**config.mk**
```make
export PLATFORM = sky130hd
export DESIGN_NAME = ssq_sequencer
export DESIGN_NICKNAME = d
export VERILOG_FILES = /design/src/rtl/ssq_pkg.sv /design/src/rtl/ssq_obs_ramp.sv /design/src/rtl/ssq_sequencer.sv
export SDC_FILE = /design/constraint.sdc
export NUM_CORES = 1
export LEC_CHECK = 0
export ABC_AREA = 1
export BUFFER_PORTS_ARGS = -buffer_cell sky130_fd_sc_hd__buf_2
export CORE_MARGIN = 2
export CORE_UTILIZATION = 40
export CTS_BUF_LIST = sky130_fd_sc_hd__clkbuf_8
export DETAILED_ROUTE_END_ITERATION = 16
export PLACE_DENSITY = 0.67
export SYNTH_ARGS = -nofsm -noshare
export SYNTH_HDL_FRONTEND = slang
export SYNTH_SLANG_ARGS = --single-unit
```
**constraint.sdc**
```tcl
create_clock -name clk_sys -period 11.9 [get_ports clk_sys]
set_input_delay 1.19 -clock clk_sys [delete_from_list [all_inputs] [get_ports clk_sys]]
set_output_delay 1.19 -clock clk_sys [all_outputs]
set_load 0.01 [all_outputs]
```
**src/rtl/ssq_pkg.sv**
```systemverilog
/*
  shared constants, types and helpers of the safe stop sequencer.
  assumes a single 40 MHz system clock and word-indexed registers.
*/
`default_nettype none

package ssq_pkg;

  // ****************************************
  // bus geometry and register indices
  // ****************************************
  localparam int AW = 4;
  localparam int DW = 16;
  localparam logic [3:0] REG_CTRL = 4'h0;
  localparam logic [3:0] REG_MON_TIME = 4'h1;
  localparam logic [3:0] REG_MON_DELAY = 4'h2;
  localparam logic [3:0] REG_STOP_SPEED = 4'h3;
  localparam logic [3:0] REG_DET_DELAY = 4'h4;
  localparam logic [3:0] REG_MON_TC = 4'h5;
  localparam logic [3:0] REG_SPD_OFFSET = 4'h6;
  localparam logic [3:0] REG_ZERO_SPEED = 4'h7;
  localparam logic [3:0] REG_BRK_DELAY = 4'h8;
  localparam logic [3:0] REG_EB_TIME = 4'h9;
  localparam logic [3:0] REG_STATUS = 4'hA;
  localparam logic [3:0] REG_ELAPSED = 4'hB;
  localparam logic [3:0] REG_OBS = 4'hC;

  // ****************************************
  // field positions
  // ****************************************
  localparam int CTRL_DECEL_MON = 0;
  localparam int CTRL_FORCED = 1;
  localparam int CTRL_EBRAKE = 2;
  localparam int CTRL_W = 3;
  localparam int ST_B_STO = 0;
  localparam int ST_B_SS1 = 1;
  localparam int ST_B_HOLD = 2;
  localparam int ST_B_METH = 3;
  localparam int ST_B_PEND = 5;
  localparam int ST_B_DRIVE = 6;
  localparam int ST_B_BRAKE = 7;

  // ****************************************
  // reset values, all times in ms
  // ****************************************
  localparam logic [2:0] CTRL_RST = 3'h0;
  localparam logic [15:0] MON_TIME_RST = 16'h03E8;
  localparam logic [15:0] MON_DELAY_RST = 16'h0000;
  localparam logic [15:0] STOP_SPEED_RST = 16'h0032;
  localparam logic [15:0] DET_DELAY_RST = 16'h000A;
  localparam logic [15:0] MON_TC_RST = 16'h03E8;
  localparam logic [15:0] SPD_OFFSET_RST = 16'h0064;
  localparam logic [15:0] ZERO_SPEED_RST = 16'h0032;
  localparam logic [15:0] BRK_DELAY_RST = 16'h0064;
  localparam logic [15:0] EB_TIME_RST = 16'h07D0;

  // ****************************************
  // timing: one millisecond time base
  // ****************************************
  localparam int CLK_PERIOD_NS = 25;
  localparam int MS_NS = 1000000;
  localparam int MS_CYCLES = MS_NS / CLK_PERIOD_NS;

  // ****************************************
  // types
  // ****************************************
  typedef enum logic [1:0] {ST_RUN, ST_TOFF, ST_DECEL, ST_HOLD} ssq_state_e;
  typedef enum logic [1:0] {M_DYN, M_ELEC, M_FDEC} ssq_method_e;

  // ****************************************
  // helpers
  // ****************************************
  // magnitude of a signed speed; -32768 maps to 16'h8000
  function automatic logic [15:0] ssq_abs(input logic [15:0] v);
    ssq_abs = v[15] ? (~v + 16'h0001) : v;
  endfunction

  // saturating millisecond counter step
  function automatic logic [15:0] ssq_inc(input logic [15:0] v);
    ssq_inc = (v == 16'hFFFF) ? v : v + 16'h0001;
  endfunction

endpackage

`default_nettype wire

```
**src/rtl/ssq_obs_ramp.sv**
```systemverilog
/*
  observation speed ramp for deceleration monitoring.
  assumes tick is a one-cycle pulse once per millisecond and that
  start is a one-cycle pulse at the moment the stop begins.
*/
`default_nettype none

module ssq_obs_ramp (
  input wire logic clk_sys,
  input wire logic rst,
  input wire logic start,
  input wire logic run,
  input wire logic tick,
  input wire logic [15:0] start_speed,
  input wire logic [15:0] offset,
  input wire logic [15:0] time_constant,
  output logic [15:0] obs_speed
);

  // ****************************************
  // state
  // ****************************************
  typedef struct packed {
    logic [15:0] obs;
    logic [31:0] acc;
    logic [15:0] step;
  } ssq_ramp_s;

  ssq_ramp_s q;
  ssq_ramp_s next_q;

  // ****************************************
  // ramp arithmetic
  // ****************************************
  // the ramp loses start_speed over time_constant ms; the division is
  // spread over the clock cycles of each ms, one count per cycle
  always_comb begin
    logic [16:0] sum;
    logic [31:0] acc_t;
    sum = {1'b0, start_speed} + {1'b0, offset};
    acc_t = q.acc;
    next_q = q;
    if (start) begin
      next_q.obs = sum[16] ? 16'hFFFF : sum[15:0];
      next_q.acc = 32'h0000_0000;
      next_q.step = start_speed;
    end else if (run) begin
      if (tick && q.obs != 16'h0000) begin
        acc_t = q.acc + {16'h0000, q.step};
      end
      if (time_constant == 16'h0000) begin
        next_q.obs = 16'h0000; // zero constant: no speed tolerated
      end else if (acc_t >= {16'h0000, time_constant} &&
                   q.obs != 16'h0000) begin
        acc_t = acc_t - {16'h0000, time_constant};
        next_q.obs = q.obs - 16'h0001;
      end
      next_q.acc = acc_t;
    end
  end

  always_ff @(posedge clk_sys or posedge rst) begin
    if (rst) begin
      q <= '0;
    end else begin
      q <= next_q;
    end
  end

  assign obs_speed = q.obs;

endmodule // ssq_obs_ramp

`default_nettype wire

```
**src/rtl/ssq_sequencer.sv**
```systemverilog
/*
  safe stop sequencer: torque off and timed/monitored safe stop one,
  with stop method choice and a small register port.
  assumes command and alarm inputs are synchronous to clk_sys and that
  speeds are signed 16-bit values in one common unit.
*/
`default_nettype none

module ssq_sequencer #(
  parameter int MS_CYCLES = ssq_pkg::MS_CYCLES
) (
  input wire logic clk_sys,
  input wire logic rst,
  input wire logic [3:0] reg_addr,
  input wire logic [15:0] reg_wdata,
  input wire logic reg_wr,
  input wire logic reg_rd,
  output logic [15:0] reg_rdata,
  input wire logic torque_off_command,
  input wire logic safe_stop_one_command,
  input wire logic alarm_torque_off,
  input wire logic alarm_ss1_forced,
  input wire logic alarm_ss1_ebrake,
  input wire logic torque_mode,
  input wire logic torque_continuous,
  input wire logic ebrake_motor,
  input wire logic has_dynamic_brake,
  input wire logic decel_cmd_done,
  input wire logic [15:0] speed_cmd,
  input wire logic [15:0] speed_fb,
  output logic drive_enable,
  output logic dyn_brake_on,
  output logic ebrake_on,
  output logic forced_decel_on,
  output logic sto_state,
  output logic ss1_state,
  output logic [1:0] stop_method
);

  // ****************************************
  // state
  // ****************************************
  typedef struct packed {
    ssq_pkg::ssq_state_e state;
    ssq_pkg::ssq_method_e method;
    logic [2:0] ctrl;
    logic [15:0] mon_time;
    logic [15:0] mon_delay;
    logic [15:0] stop_speed;
    logic [15:0] det_delay;
    logic [15:0] mon_tc;
    logic [15:0] spd_offset;
    logic [15:0] zero_speed;
    logic [15:0] brk_delay;
    logic [15:0] eb_time;
    logic [15:0] tick_cnt;
    logic [15:0] elapsed;
    logic [15:0] det;
    logic pend;
    logic [15:0] brk;
    logic fd_off;
    logic dyn_on;
    logic [15:0] rdata;
  } ssq_seq_s;

  ssq_seq_s q;
  ssq_seq_s next_q;

  logic toff_req;
  logic ss1_req;
  logic tick;
  logic ramp_start;
  logic [15:0] obs_speed;
  logic [15:0] cmd_mag;
  logic [15:0] fb_mag;
  logic torq_like;
  logic eb_ok;
  ssq_pkg::ssq_method_e sel_method;
  logic mon_active;
  logic complete;
  logic excess;
  logic time_up;
  logic det_done;
  logic zero_hit;
  logic [15:0] eb_limit;
  logic [15:0] status;

  // ****************************************
  // requests and decoding
  // ****************************************
  // alarms only stop the drive; none is raised here, so an early
  // torque off while moving stays silent
  assign toff_req = !torque_off_command | alarm_torque_off;
  assign ss1_req = !safe_stop_one_command | alarm_ss1_forced |
                   alarm_ss1_ebrake;
  assign tick = q.tick_cnt == 16'(MS_CYCLES - 1);
  assign cmd_mag = ssq_pkg::ssq_abs(speed_cmd);
  assign fb_mag = ssq_pkg::ssq_abs(speed_fb);

  // stop method choice; an electronic-brake alarm alone never picks
  // forced deceleration
  assign torq_like = torque_mode | torque_continuous;
  assign eb_ok = q.ctrl[ssq_pkg::CTRL_EBRAKE] & ebrake_motor;
  always_comb begin
    if (q.ctrl[ssq_pkg::CTRL_FORCED] && !torq_like &&
        (!safe_stop_one_command || alarm_ss1_forced)) begin
      sel_method = ssq_pkg::M_FDEC;
    end else begin
      sel_method = eb_ok ? ssq_pkg::M_ELEC : ssq_pkg::M_DYN;
    end
  end

  // monitoring terms, evaluated only while decelerating
  assign mon_active = q.ctrl[ssq_pkg::CTRL_DECEL_MON] &&
                      q.elapsed >= q.mon_delay;
  assign complete = cmd_mag <= q.stop_speed &&
                    fb_mag <= q.stop_speed;
  assign excess = fb_mag > obs_speed;
  assign time_up = q.elapsed >= q.mon_time;
  assign det_done = q.pend && q.det >= q.det_delay;
  assign zero_hit = decel_cmd_done && fb_mag <= q.zero_speed;
  assign eb_limit = (q.eb_time < q.mon_time) ? q.eb_time : q.mon_time;

  // ****************************************
  // next state
  // ****************************************
  always_comb begin
    next_q = q;
    ramp_start = 1'b0;
    next_q.tick_cnt = tick ? 16'h0000 : q.tick_cnt + 16'h0001;

    // register writes; unmapped or read-only indices are ignored
    if (reg_wr) begin
      unique case (reg_addr)
        ssq_pkg::REG_CTRL: next_q.ctrl = reg_wdata[2:0];
        ssq_pkg::REG_MON_TIME: next_q.mon_time = reg_wdata;
        ssq_pkg::REG_MON_DELAY: next_q.mon_delay = reg_wdata;
        ssq_pkg::REG_STOP_SPEED: next_q.stop_speed = reg_wdata;
        ssq_pkg::REG_DET_DELAY: next_q.det_delay = reg_wdata;
        ssq_pkg::REG_MON_TC: next_q.mon_tc = reg_wdata;
        ssq_pkg::REG_SPD_OFFSET: next_q.spd_offset = reg_wdata;
        ssq_pkg::REG_ZERO_SPEED: next_q.zero_speed = reg_wdata;
        ssq_pkg::REG_BRK_DELAY: next_q.brk_delay = reg_wdata;
        ssq_pkg::REG_EB_TIME: next_q.eb_time = reg_wdata;
        default: next_q.ctrl = q.ctrl;
      endcase
    end

    // register reads; unmapped indices return zero
    if (reg_rd) begin
      unique case (reg_addr)
        ssq_pkg::REG_CTRL: next_q.rdata = {13'h0000, q.ctrl};
        ssq_pkg::REG_MON_TIME: next_q.rdata = q.mon_time;
        ssq_pkg::REG_MON_DELAY: next_q.rdata = q.mon_delay;
        ssq_pkg::REG_STOP_SPEED: next_q.rdata = q.stop_speed;
        ssq_pkg::REG_DET_DELAY: next_q.rdata = q.det_delay;
        ssq_pkg::REG_MON_TC: next_q.rdata = q.mon_tc;
        ssq_pkg::REG_SPD_OFFSET: next_q.rdata = q.spd_offset;
        ssq_pkg::REG_ZERO_SPEED: next_q.rdata = q.zero_speed;
        ssq_pkg::REG_BRK_DELAY: next_q.rdata = q.brk_delay;
        ssq_pkg::REG_EB_TIME: next_q.rdata = q.eb_time;
        ssq_pkg::REG_STATUS: next_q.rdata = status;
        ssq_pkg::REG_ELAPSED: next_q.rdata = q.elapsed;
        ssq_pkg::REG_OBS: next_q.rdata = obs_speed;
        default: next_q.rdata = 16'h0000;
      endcase
    end

    // sequence; torque off always outranks deceleration
    unique case (q.state)
      ssq_pkg::ST_RUN: begin
        if (toff_req) begin
          next_q.state = ssq_pkg::ST_TOFF;
        end else if (ss1_req) begin
          next_q.state = ssq_pkg::ST_DECEL;
          next_q.method = sel_method;
          next_q.elapsed = 16'h0000;
          next_q.det = 16'h0000;
          next_q.pend = 1'b0;
          next_q.brk = 16'h0000;
          next_q.fd_off = 1'b0;
          next_q.dyn_on = 1'b0;
          ramp_start = 1'b1;
        end
      end
      ssq_pkg::ST_TOFF: begin
        if (!toff_req) begin
          next_q.state = ssq_pkg::ST_RUN;
        end
      end
      ssq_pkg::ST_DECEL: begin
        if (tick) begin
          next_q.elapsed = ssq_pkg::ssq_inc(q.elapsed);
          if (q.pend) begin
            next_q.det = ssq_pkg::ssq_inc(q.det);
          end
          if (q.fd_off) begin
            next_q.brk = ssq_pkg::ssq_inc(q.brk);
          end
        end
        // a latched detection runs out its delay even if speed recovers
        if (mon_active && (complete || excess)) begin
          next_q.pend = 1'b1;
        end
        if (q.method == ssq_pkg::M_FDEC && zero_hit) begin
          next_q.fd_off = 1'b1;
        end
        if (q.fd_off && q.brk >= q.brk_delay) begin
          next_q.dyn_on = 1'b1;
        end
        if (q.method == ssq_pkg::M_ELEC && q.elapsed >= eb_limit) begin
          next_q.dyn_on = 1'b1;
        end
        if (toff_req) begin
          next_q.state = ssq_pkg::ST_TOFF;
        end else if (!ss1_req) begin
          next_q.state = ssq_pkg::ST_RUN;
        end else if (time_up || det_done) begin
          next_q.state = ssq_pkg::ST_HOLD;
        end
      end
      ssq_pkg::ST_HOLD: begin
        if (toff_req) begin
          next_q.state = ssq_pkg::ST_TOFF;
        end else if (!ss1_req) begin
          next_q.state = ssq_pkg::ST_RUN;
        end
      end
    endcase
  end

  always_ff @(posedge clk_sys or posedge rst) begin
    if (rst) begin
      q <= '0;
      q.state <= ssq_pkg::ST_RUN;
      q.method <= ssq_pkg::M_DYN;
      q.ctrl <= ssq_pkg::CTRL_RST;
      q.mon_time <= ssq_pkg::MON_TIME_RST;
      q.mon_delay <= ssq_pkg::MON_DELAY_RST;
      q.stop_speed <= ssq_pkg::STOP_SPEED_RST;
      q.det_delay <= ssq_pkg::DET_DELAY_RST;
      q.mon_tc <= ssq_pkg::MON_TC_RST;
      q.spd_offset <= ssq_pkg::SPD_OFFSET_RST;
      q.zero_speed <= ssq_pkg::ZERO_SPEED_RST;
      q.brk_delay <= ssq_pkg::BRK_DELAY_RST;
      q.eb_time <= ssq_pkg::EB_TIME_RST;
    end else begin
      q <= next_q;
    end
  end

  // ****************************************
  // observation ramp
  // ****************************************
  ssq_obs_ramp u_ramp (
    .clk_sys(clk_sys),
    .rst(rst),
    .start(ramp_start),
    .run(q.state == ssq_pkg::ST_DECEL),
    .tick(tick),
    .start_speed(fb_mag),
    .offset(q.spd_offset),
    .time_constant(q.mon_tc),
    .obs_speed(obs_speed)
  );

  // ****************************************
  // outputs
  // ****************************************
  // without a fitted brake the brake request simply leaves the motor
  // coasting
  assign sto_state = q.state == ssq_pkg::ST_TOFF ||
                     q.state == ssq_pkg::ST_HOLD;
  assign ss1_state = q.state == ssq_pkg::ST_DECEL ||
                     q.state == ssq_pkg::ST_HOLD;
  assign drive_enable = q.state == ssq_pkg::ST_RUN ||
                        (q.state == ssq_pkg::ST_DECEL &&
                         q.method != ssq_pkg::M_DYN && !q.fd_off &&
                         !q.dyn_on);
  assign dyn_brake_on = has_dynamic_brake &&
                        (sto_state || (q.state == ssq_pkg::ST_DECEL &&
                         (q.method == ssq_pkg::M_DYN || q.dyn_on)));
  assign ebrake_on = q.state == ssq_pkg::ST_DECEL &&
                     q.method == ssq_pkg::M_ELEC && !q.dyn_on;
  assign forced_decel_on = q.state == ssq_pkg::ST_DECEL &&
                           q.method == ssq_pkg::M_FDEC && !q.fd_off;
  assign stop_method = q.method;
  assign reg_rdata = q.rdata;
  assign status = {8'h00, dyn_brake_on, drive_enable, q.pend, q.method,
                   q.state == ssq_pkg::ST_HOLD, ss1_state, sto_state};
endmodule // ssq_sequencer

`default_nettype wire

```
==> flow_summary_export.csv <==
group,metric,value,unit
power,leakagePower,12.6,nW
min_path,min_path_type,"reg2reg",
finish,final_area,0.0250,sq mm
finish,fill_cells,5899,
worst_setup_path,cp_max_fo,32,
worst_setup_path,reg2reg_from,"u_ramp.obs_speed[0]$_DFFE_PP0P_",
finish,multi_input_area,0.0131,sq mm
min_path,hold-path-endpoint,"q[67]$_DFF_PP0_",
floorplan,die_x,243,um
finish,drive_gt1_frac,0.112,
timing,setup_tns,0,ns
finish,final_common_cell,"nand2_1",
route,wl_per_cell,19.2,um
floorplan,fp-row-count,87,
worst_setup_path,path_class,"reg2reg",
clock_network,numCtsBuffers,55,
synthesis,async_flop_share,1.00,
global_routing,grtUsageMet1,0.341,
worst_setup_path,arrival,5.78,ns
global_routing,use_met3,0.0402,
job,cap_viol_max_count,0,
global_routing,grt.met2_usage,0.409,
timing,max_freq,193,MHz
clock_network,insertion_delay,0.68,ns
global_routing,grt_max_degree,192,
worst_setup_path,r2r_end,"u_ramp.obs_speed[15]$_DFFE_PP0P_",
placement,gp_congestion,0.973,
worst_setup_path,rrSetupSlack,6.71,ns
clock_network,clock_sinks,298,
power,powerDensity,201,mW/mm^2
finish,syn_to_final_growth,9.83,%
route,drt-total-wl,76600,um
route,drtPass1Iterations,6,
synthesis,syn-num-nets,3406,
synthesis,synth_area,0.0228,sq mm
worst_setup_path,cpMostUsedCell,"nand2_1",
route,route.detailed.drc,0,
synthesis,yosys_warnings,0,
synthesis,synth-seq-cells,298,
floorplan,core_area,0.0564,sq mm
clock_network,root_buffer,"clkbuf_8",
timing,skew,0.0571,ns
synthesis,synth_edf_count,0,
global_routing,grt_usage,0.259,
floorplan,start_util,0.404,
synthesis,ys_seq_area_frac,0.329,
worst_setup_path,crit_family,"simple AND/OR/NAND/NOR gates",
clock_network,cts_htree_levels,2,
clock_network,cts_hold_buf,0,
outcome,status,"completed",
clock_network,clk_pin_slew,0.06,ns
worst_setup_path,r2r_cells,26,
clock_network,tritoncts,"yes",
min_path,min_from,"q[67]$_DFF_PP0_",
synthesis,syn_inst,3122,
route,via_per_inst,5.41,
synthesis,syn_area_per_cell,7.30,sq um
placement,io_buffers,89,
worst_setup_path,cpMaxStageDelayCell,"a21oi_4",
synthesis,ys.flop_type,"dfrtp_1",
route,antenna_left,0,
finish,ff_latch_area,0.00750,sq mm
worst_setup_path,slowest_delay,0.79,ns
power,ir_drop,0.0000915,V
synthesis,yosysUniqueCellTypes,61,
global_routing,antenna_found_initial,4,
worst_setup_path,crit_path_start_kind,"register",
timing,max_slew_margin,0.175,
clock_network,ctsResizeCount,0,
min_path,hold_depth,1,
finish,layout.nets,3472,
placement,placed_cell_area,0.0238,sq mm
global_routing,top_usage_layer,"met2",
timing,rsz0062_at_grt,"no",
timing,min_period,5.19,ns
placement,dp_hpwl,58300,um
timing,slew_violations,0,
timing,setup_viol,0,
timing,period_share,0.436,
route,num_vias,21600,
worst_setup_path,cp_num_buf_inv,2,
timing,hold_viol_final,0,
route,drtIter0Drc,1938,
worst_setup_path,worstPathRequired,12.49,ns
worst_setup_path,crit_path_end_kind,"register",
floorplan,io_pins,90,
global_routing,grt_pass1_vias,20700,
timing,worst_pin_slew,1.24,ns
clock_network,cts_buffer_depth,3,
clock_network,cts_setup_buffers,0,
floorplan,die-area,0.0589,sq mm
floorplan,die_y,243,um
global_routing,grt_pass1_wl,119000,um
finish,layout_common_cells,"778 x nand2_1, 447 x inv_1, 266 x o21ai_0, 266 x dfrtp_1, 215 x ha_1",
global_routing,grt_overflow_total,0,
power breakdown:
part,switching (mW),internal (mW)
combinational,1.61,0.849
clock,0.480,0.581
sequential,0.248,1.26
how the worst max path moves through the flow:
stage                                          startpoint                                to  slack, ns  depth (start not counted)
after global placement                        speed_fb[0]  u_ramp.obs_speed[15]$_DFFE_PP0P_       6.84                         21
after global routing      u_ramp.obs_speed[0]$_DFFE_PP0P_  u_ramp.obs_speed[15]$_DFFE_PP0P_       6.30                         26
after detailed placement                      speed_fb[0]  u_ramp.obs_speed[15]$_DFFE_PP0P_       6.79                         21
final                     u_ramp.obs_speed[0]$_DFFE_PP0P_  u_ramp.obs_speed[15]$_DFFE_PP0P_       6.71                         26
after CTS                 u_ramp.obs_speed[0]$_DFFE_PP0P_  u_ramp.obs_speed[15]$_DFFE_PP0P_       6.82                         26
after floorplan                                       rst                q[100]$_DFFE_PP0P_       2.53                          1
synthesized netlist by cell type, drive strengths merged, types with 37 or more instances:
library cell / instances / share of area
nand4: 48 / 0.013
nand3: 151 / 0.036
nor3: 62 / 0.014
o21ai: 287 / 0.065
a21oi: 163 / 0.036
xor2: 44 / 0.017
nand2: 807 / 0.14
a221oi: 37 / 0.014
clkbuf: 65 / 0.011
nor2: 231 / 0.046
o22ai: 42 / 0.012
inv: 453 / 0.075
dfrtp: 266 / 0.29
ha: 215 / 0.12
metrics by stage:
stage,hold WS [ns],total power [mW],utilization,cells,setup WS [ns]
detailed placement,0.452,3.94,0.423,3887,6.79
global placement,0.454,3.91,0.423,3887,6.84
finish,0.458,5.03,0.444,3991,6.71
global route,0.504,5.44,0.444,3991,6.30
CTS,0.463,5.01,0.444,3989,6.82
floorplan,0.433,3.26,-,3122,2.53
layout make-up:
type / instances / area share
inverter: 458 / 0.0691
timing repair buffer: 106 / 0.0234
clock inverter: 27 / 0.00575
clock buffer: 75 / 0.0413
multi-input combinational: 2269 / 0.523
tap: 756 / 0.0378
sequential: 298 / 0.300
antenna: 2 / 0.000200
flip-flops by register name, indices dropped and copies added (netlist names):
signal / count
q: 216
u_ramp.q: 48
reg_rdata: 16
u_ramp.obs_speed: 16
stop_method: 2
routing by layer:
| metal | share of wire | routed length, um |
|---|---|---|
| met4 | 0.059 | 4510 |
| met1 | 0.42 | 32500 |
| met3 | 0.075 | 5750 |
| met5 | 0.00026 | 20 |
| met2 | 0.44 | 33800 |
cell families (layout without fill, tap and decap cells):
kind of cell / Yosys count / count (layout) / share of synthesized area
AO/OA/AOI/OAI: 622 / 622 / 0.159
AND/OR/NAND/NOR: 1345 / 1345 / 0.261
adder cells (fa/ha/maj): 218 / 218 / 0.121
buffers and inverters: 555 / 666 / 0.0971
XOR/XNOR: 73 / 73 / 0.0281
multiplexers: 11 / 11 / 0.00544
flip-flops: 298 / 298 / 0.329
other: 0 / 2 / 0
No activity file was read; power rests on OpenSTA's default activity.
